==> config.mk <==
export PLATFORM = sky130hd
export DESIGN_NAME = acr_regs
export DESIGN_NICKNAME = d
export VERILOG_FILES = /design/src/core/acr_pkg.sv /design/src/core/acr_edge_track.sv /design/src/core/acr_regs.sv
export SDC_FILE = /design/constraint.sdc
export NUM_CORES = 1
export LEC_CHECK = 0
export BUFFER_PORTS_ARGS = -buffer_cell sky130_fd_sc_hd__buf_2
export CAP_MARGIN = 15
export CORE_UTILIZATION = 65
export CTS_CLUSTER_SIZE = 16
export DETAILED_ROUTE_END_ITERATION = 8
export PLACE_DENSITY = 0.95
export SLEW_MARGIN = 20
export SYNTH_ARGS = -nofsm -noshare
export SYNTH_HDL_FRONTEND = slang
export SYNTH_HIERARCHICAL = 1
export SYNTH_SLANG_ARGS = --single-unit
export TNS_END_PERCENT = 20
==> constraint.sdc <==
create_clock -name clk -period 6.1 [get_ports clk]
set_input_delay 0.915 -clock clk [delete_from_list [all_inputs] [get_ports clk]]
set_output_delay 0.915 -clock clk [all_outputs]
set_load 0.01 [all_outputs]
==> src/core/acr_pkg.sv <==
// constants and types shared by the amplifier control register bank
package acr_pkg;

  // ---------------------------------------------------------------
  // register offsets
  // ---------------------------------------------------------------
  localparam logic [7:0] ACR_OFS_CHIP_ID = 8'h00;
  localparam logic [7:0] ACR_OFS_POWER = 8'h01;
  localparam logic [7:0] ACR_OFS_DIGITAL = 8'h02;

  // ---------------------------------------------------------------
  // values after reset
  // ---------------------------------------------------------------
  localparam logic [7:0] ACR_RST_POWER = 8'hFD;
  localparam logic [7:0] ACR_RST_DIGITAL = 8'h14;
  // identification value is arbitrary, not tied to any real part
  localparam logic [7:0] ACR_CHIP_ID_DEF = 8'h3A;
  // default 7-bit target address on the control bus
  localparam logic [6:0] ACR_TARGET_ADDR_DEF = 7'h6C;

  // ---------------------------------------------------------------
  // field positions
  // ---------------------------------------------------------------
  localparam int ACR_PWR_CLIP_HI = 7;
  localparam int ACR_PWR_CLIP_LO = 2;
  localparam int ACR_PWR_SLEEP = 1;
  localparam int ACR_PWR_SD_N = 0;
  localparam int ACR_DIG_HPF_SKIP = 7;
  localparam int ACR_DIG_RSVD = 6;
  localparam int ACR_DIG_BOOST_HI = 5;
  localparam int ACR_DIG_BOOST_LO = 4;
  localparam int ACR_DIG_RATE = 3;
  localparam int ACR_DIG_FMT_HI = 2;
  localparam int ACR_DIG_FMT_LO = 0;
  // writable bits of the digital control register
  localparam logic [7:0] ACR_DIG_WMASK = 8'hBF;

  // ---------------------------------------------------------------
  // serial framing counts
  // ---------------------------------------------------------------
  localparam logic [3:0] ACR_BITS_PER_BYTE = 4'h8;

  // target state machine
  typedef enum logic [3:0] {
    ACR_IDLE,
    ACR_ADDR,
    ACR_ADDR_ACK,
    ACR_WRITE,
    ACR_WRITE_ACK,
    ACR_READ,
    ACR_READ_ACK,
    ACR_READ_NEXT
  } acr_state_e;

endpackage

==> src/core/acr_edge_track.sv <==
// registered copy and edge flags for a group of sampled bus lines
`timescale 1ns/1ps
module acr_edge_track #(
  parameter int W = 1
) (
  // clock, reset, enable
  input wire logic clk,
  input wire logic resetn,
  input wire logic ce,
  // lines
  input wire logic [W-1:0] line,
  output logic [W-1:0] prev,
  output logic [W-1:0] rise,
  output logic [W-1:0] fall
);

  logic [W-1:0] prev_q;

  // idle bus level is high, so the copy resets high to avoid a false edge
  always_ff @(posedge clk or negedge resetn)
  begin
    if (!resetn)
      prev_q <= '1;
    else if (ce)
      prev_q <= line;
  end

  // edges compare the current sample with the previous one
  assign prev = prev_q;
  assign rise = line & ~prev_q;
  assign fall = ~line & prev_q;

endmodule

==> src/core/acr_regs.sv <==
// control register bank behind a serial control target port
//
// Notes on behaviour
// - read-only 8-bit identification at offset zero; writes leave it unchanged.
// - power control bits 7:2 give the top six of the 20-bit clip threshold.
// - sleep bit one disables power stage, keeps low-voltage blocks standby; resets zero.
// - shutdown bit active low; zero powers both domains down; resets one.
// - digital control bit 7 set bypasses the digital high-pass filter; default in path.
// - digital control bit 6 reserved, reads zero; host must leave it alone.
// - boost bits 5:4 add 0, 6, 12 or 18 dB; reset value 01.
// - rate bit 3 zero selects 32/44.1/48 kHz, one selects 88.2/96 kHz.
// - format codes 000..011 select right-justified 24, 20, 18, 16 bits.
// - format 100 selects standard framing (reset); 101 left-justified 16-24 bits.
// - write is start, address with write bit, register byte, data byte, stop; all acked.
`timescale 1ns/1ps
module acr_regs
  import acr_pkg::*;
#(
  parameter logic [6:0] TARGET_ADDR = ACR_TARGET_ADDR_DEF,
  parameter logic [7:0] CHIP_ID = ACR_CHIP_ID_DEF
) (
  // clock, reset, enable
  input wire logic clk,
  input wire logic resetn,
  input wire logic ce,
  // control bus pins, sda open drain
  input wire logic scl_i,
  input wire logic sda_i,
  output logic sda_o,
  output logic sda_oe,
  // power controls
  output logic [5:0] clip_threshold_high,
  output logic amp_sleep,
  output logic amp_shutdown_n,
  output logic power_stage_en,
  output logic low_voltage_en,
  // digital path controls
  output logic highpass_skip,
  output logic [1:0] boost_select,
  output logic rate_range_select,
  output logic [2:0] input_format
);

  // ---------------------------------------------------------------
  // state
  // ---------------------------------------------------------------
  typedef struct packed {
    acr_state_e st;
    logic [3:0] cnt;
    logic [7:0] shift;
    logic [7:0] tx;
    logic [7:0] ptr;
    logic have_ptr;
    logic rw;
    logic sda_low;
    logic [7:0] pwr;
    logic [7:0] dig;
    logic stage_en;
    logic lv_en;
  } acr_regs_s;

  acr_regs_s s_q;
  acr_regs_s s_d;

  logic scl_prev;
  logic sda_prev;
  logic scl_rise;
  logic scl_fall;
  logic bus_start;
  logic bus_stop;
  logic unused_sda_rise;
  logic unused_sda_fall;

  // ---------------------------------------------------------------
  // line tracking
  // ---------------------------------------------------------------
  acr_edge_track #(
    .W(2)
  ) u_lines (
    .clk(clk),
    .resetn(resetn),
    .ce(ce),
    .line({scl_i, sda_i}),
    .prev({scl_prev, sda_prev}),
    .rise({scl_rise, unused_sda_rise}),
    .fall({scl_fall, unused_sda_fall})
  );

  // start and stop are sda moving while scl stays high
  assign bus_start = scl_i & scl_prev & sda_prev & ~sda_i;
  assign bus_stop = scl_i & scl_prev & ~sda_prev & sda_i;

  // ---------------------------------------------------------------
  // register read mux
  // ---------------------------------------------------------------
  // unmapped offsets read zero so a stray read never drives junk
  function automatic logic [7:0] rd_mux(input logic [7:0] ofs, input acr_regs_s s);
    logic [7:0] v;
    v = 8'h00;
    if (ofs == ACR_OFS_CHIP_ID)
      v = CHIP_ID;
    else if (ofs == ACR_OFS_POWER)
      v = s.pwr;
    else if (ofs == ACR_OFS_DIGITAL)
      v = s.dig & ACR_DIG_WMASK;
    return v;
  endfunction

  // ---------------------------------------------------------------
  // next state
  // ---------------------------------------------------------------
  // one pass per sample: edges of scl move the byte engine,
  // start and stop override whatever is in progress
  always_comb
  begin
    s_d = s_q;
    case (s_q.st)
      ACR_IDLE:
      begin
        s_d.sda_low = 1'b0;
      end
      ACR_ADDR:
      begin
        if (scl_rise)
        begin
          s_d.shift = {s_q.shift[6:0], sda_i};
          s_d.cnt = s_q.cnt + 4'h1;
        end
        else if (scl_fall && s_q.cnt == ACR_BITS_PER_BYTE)
        begin
          // only our own address is acknowledged, others are left alone
          if (s_q.shift[7:1] == TARGET_ADDR)
          begin
            s_d.rw = s_q.shift[0];
            s_d.sda_low = 1'b1;
            s_d.tx = rd_mux(s_q.ptr, s_q);
            s_d.st = ACR_ADDR_ACK;
          end
          else
            s_d.st = ACR_IDLE;
        end
      end
      ACR_ADDR_ACK:
      begin
        if (scl_fall)
        begin
          s_d.cnt = 4'h0;
          if (s_q.rw)
          begin
            s_d.sda_low = ~s_q.tx[7];
            s_d.tx = {s_q.tx[6:0], 1'b0};
            s_d.st = ACR_READ;
          end
          else
          begin
            s_d.sda_low = 1'b0;
            s_d.have_ptr = 1'b0;
            s_d.st = ACR_WRITE;
          end
        end
      end
      ACR_WRITE:
      begin
        if (scl_rise)
        begin
          s_d.shift = {s_q.shift[6:0], sda_i};
          s_d.cnt = s_q.cnt + 4'h1;
        end
        else if (scl_fall && s_q.cnt == ACR_BITS_PER_BYTE)
        begin
          s_d.sda_low = 1'b1;
          s_d.st = ACR_WRITE_ACK;
          if (!s_q.have_ptr)
          begin
            s_d.ptr = s_q.shift;
            s_d.have_ptr = 1'b1;
          end
          else
          begin
            // identification and unmapped offsets drop the data byte
            if (s_q.ptr == ACR_OFS_POWER)
              s_d.pwr = s_q.shift;
            else if (s_q.ptr == ACR_OFS_DIGITAL)
              s_d.dig = s_q.shift & ACR_DIG_WMASK;
            s_d.ptr = s_q.ptr + 8'h01;
          end
        end
      end
      ACR_WRITE_ACK:
      begin
        if (scl_fall)
        begin
          s_d.sda_low = 1'b0;
          s_d.cnt = 4'h0;
          s_d.st = ACR_WRITE;
        end
      end
      ACR_READ:
      begin
        if (scl_rise)
          s_d.cnt = s_q.cnt + 4'h1;
        else if (scl_fall)
        begin
          if (s_q.cnt == ACR_BITS_PER_BYTE)
          begin
            // let go of sda so the host can answer
            s_d.sda_low = 1'b0;
            s_d.st = ACR_READ_ACK;
          end
          else
          begin
            s_d.sda_low = ~s_q.tx[7];
            s_d.tx = {s_q.tx[6:0], 1'b0};
          end
        end
      end
      ACR_READ_ACK:
      begin
        if (scl_rise)
        begin
          s_d.ptr = s_q.ptr + 8'h01;
          // a not-acknowledge ends the read; wait for stop in idle
          s_d.st = sda_i ? ACR_IDLE : ACR_READ_NEXT;
        end
      end
      ACR_READ_NEXT:
      begin
        if (scl_fall)
        begin
          s_d.tx = {rd_mux(s_q.ptr, s_q)};
          s_d.sda_low = ~s_d.tx[7];
          s_d.tx = {s_d.tx[6:0], 1'b0};
          s_d.cnt = 4'h0;
          s_d.st = ACR_READ;
        end
      end
      default:
      begin
        s_d.st = ACR_IDLE;
      end
    endcase

    // framing conditions win over the byte engine
    if (bus_start)
    begin
      s_d.st = ACR_ADDR;
      s_d.cnt = 4'h0;
      s_d.sda_low = 1'b0;
    end
    else if (bus_stop)
    begin
      s_d.st = ACR_IDLE;
      s_d.sda_low = 1'b0;
    end

    // power stage runs only when awake and not shut down
    s_d.stage_en = s_d.pwr[ACR_PWR_SD_N] & ~s_d.pwr[ACR_PWR_SLEEP];
    // low-voltage blocks stay up in sleep, drop only in shutdown
    s_d.lv_en = s_d.pwr[ACR_PWR_SD_N];
  end

  // ---------------------------------------------------------------
  // state register
  // ---------------------------------------------------------------
  always_ff @(posedge clk or negedge resetn)
  begin
    if (!resetn)
    begin
      s_q <= '0;
      s_q.st <= ACR_IDLE;
      s_q.pwr <= ACR_RST_POWER;
      s_q.dig <= ACR_RST_DIGITAL;
      s_q.stage_en <= 1'b1;
      s_q.lv_en <= 1'b1;
    end
    else if (ce)
      s_q <= s_d;
  end

  // ---------------------------------------------------------------
  // outputs, all but sda_o straight from the state register
  // ---------------------------------------------------------------
  assign sda_o = 1'b0; // open drain: only ever pulls low
  assign sda_oe = s_q.sda_low;
  assign clip_threshold_high = s_q.pwr[ACR_PWR_CLIP_HI:ACR_PWR_CLIP_LO];
  assign amp_sleep = s_q.pwr[ACR_PWR_SLEEP];
  assign amp_shutdown_n = s_q.pwr[ACR_PWR_SD_N];
  assign power_stage_en = s_q.stage_en;
  assign low_voltage_en = s_q.lv_en;
  assign highpass_skip = s_q.dig[ACR_DIG_HPF_SKIP];
  assign boost_select = s_q.dig[ACR_DIG_BOOST_HI:ACR_DIG_BOOST_LO];
  assign rate_range_select = s_q.dig[ACR_DIG_RATE];
  assign input_format = s_q.dig[ACR_DIG_FMT_HI:ACR_DIG_FMT_LO];

endmodule

==> metrics.txt <==
run status=finished clean; initial drt markers=398; grt met3 use=under 10%; MaxCap Viol Count=0; leading cell types in the layout, fill and taps excluded=dfrtp_1 (40), nand2_1 (30), nor2_1 (24), mux2_2 (24), buf_2 (22); Worst Setup SP=scl_i; Post-Syn Nets=between 300 and 400; post-route ant nets=0; Core Area=~4800 um^2; setup skew after layout=about 0.0067 ns; Hold Path Class=flop to flop; critical path class=primary input to flop; chip width=72.9 um; cell leakage power=about 0.0015 uW; Critical Path RT=approximately 6.3 ns; PwrDens=roughly 360 nW/um^2; vias per cell=~6.7; Die Span Y=around 73 um; gr usage total=a little under a third; synth warn=6; largest net degree at the start of global routing=53; CTS Root Cell=clkbuf_8; via count=around 2.8k; num rows=25; GRT met1 Usage=40.7%; Placed Cells=slightly above 400; crit path launch type=primary input; Antenna Cells=0; I/O Pins=24; Mapped Cells=350; Mapped Area=between 3000 and 4000 um^2; Layout area overhead=3.83%; Worst Path Arrival=3.24 ns; Max VDD drop=0.000228 V; setup TNS=0 ns; clk sinks=52; routed wire length=7740 um; RSZ-0062 raised after global routing=false; grt ovf=0; post-CTS setup buffer count=0; Avg Cell Area, Syn=9.33 um^2; hold_ws=approximately 0.55 ns; Resized cells post-CTS=0; gpl congestion=0.925; initial antenna violation count=0; I/O Buffers=22; pre-CTS WS=2.86 ns; H-tree Lvls=2; DR DRC count=0; Routed WL per cell=between 15 and 20 um; final net count=360; CTS Hold Buffers Added=0; min-delay src=s_q[34]$_DFFE_PN0P_; clk buf depth=2; fillcell total=340; worst setup margin=approximately 3.1 ns; layout cells sized above 1=22.3%; CTS tree=yes; first-pass GRT wire length=12400 um; commonest non-fill, non-tap cell in the layout=dfrtp_1; CTS Buf Count=5; fin cells=around 420; minimum clock period=around 3.0 ns; Crit Path Max Fanout=9; GR peak layer=met2; GR Util met2=between 40 and 50%; Final Hold Fails=0; relative slew slack=40.8%; CP Capture Type=flop; vias in the first global route=~2.6k; R2R Path Start=u_lines/prev[1]$_DFFE_PN1P_; setup violators final=0; Max Freq=~330 MHz; crit share post-route=between 40 and 50%; DP HPWL=about 5300 um; clock slew at reported path FFs=0.10 ns; die area=roughly 5300 um^2; Slew @ Worst Pin=a little under 0.9 ns; Pre-antenna DRT Iters=6; clk_lat worst skew=between 0.3 and 0.4 ns; Initial Utilization=68.2%; Slew Viols, Final=0
## metrics by stage
step / utilization (%) / area (um^2) / total power [uW]
final: 70.8 / 3390 / 1220
after global routing: 70.8 / 3390 / 1290
after CTS: 70.8 / 3390 / 1200
after detailed placement: 68.9 / 3300 / 994
after global placement: 68.9 / 3300 / 969
after floorplan: - / 3260 / 871
## critical path: stages
cell and delay [ns]:
buf_2 0.13, nor2b_1 0.49, nand2b_1 0.15, nor3_1 0.66, and4_1 0.51, mux2_2 0.38
## report_power, final
part | internal [uW] | switching, uW
Combinational | 185 | 267
Sequential | 421 | 135
Clock | 82.5 | 127
Total | 688 | 529
## final timing paths
path / endpoint / slack [ns] / cells after the start
setup / recovery: rate_range_select$_DFFE_PN0P_ / 3.08 / 6
setup reg to reg: rate_range_select$_DFFE_PN0P_ / 3.17 / 5
hold / removal: s_q[35]$_DFFE_PN0P_ / 0.55 / 2
hold reg to reg: s_q[35]$_DFFE_PN0P_ / 0.55 / 2
min in group asynchronous: s_q[47]$_DFFE_PN0P_ / 0.69 / 2
max in group asynchronous: s_q[29]$_DFFE_PN0P_ / 4.97 / 2
## per-layer routing
metal,wire length (um),part of all wire (%),up-vias
li1,-,-,1271
met1,3380,44,1359
met2,3730,48,134
met3,489,6.3,18
met4,140,1.8,0
met5,0,0,-
## area by class of cell
cell class	instances	area, um^2	share of cell area (%)
clock inverters	3	22.5	0.664
flip-flops and latches	52	1320	38.8
well taps	67	83.8	2.47
clock buffers	5	68.8	2.03
repair buffers	23	118	3.47
inverters	11	41.3	1.22
multi-input cells	256	1740	51.3
## state kept, by name (all words and copies together) (netlist names), 2 cells and up
signal / cells
s_q: 33
clip_threshold_high: 6
input_format: 3
boost_select: 2
u_lines/prev: 2
Note: power is estimated with default switching activity, not from simulation.
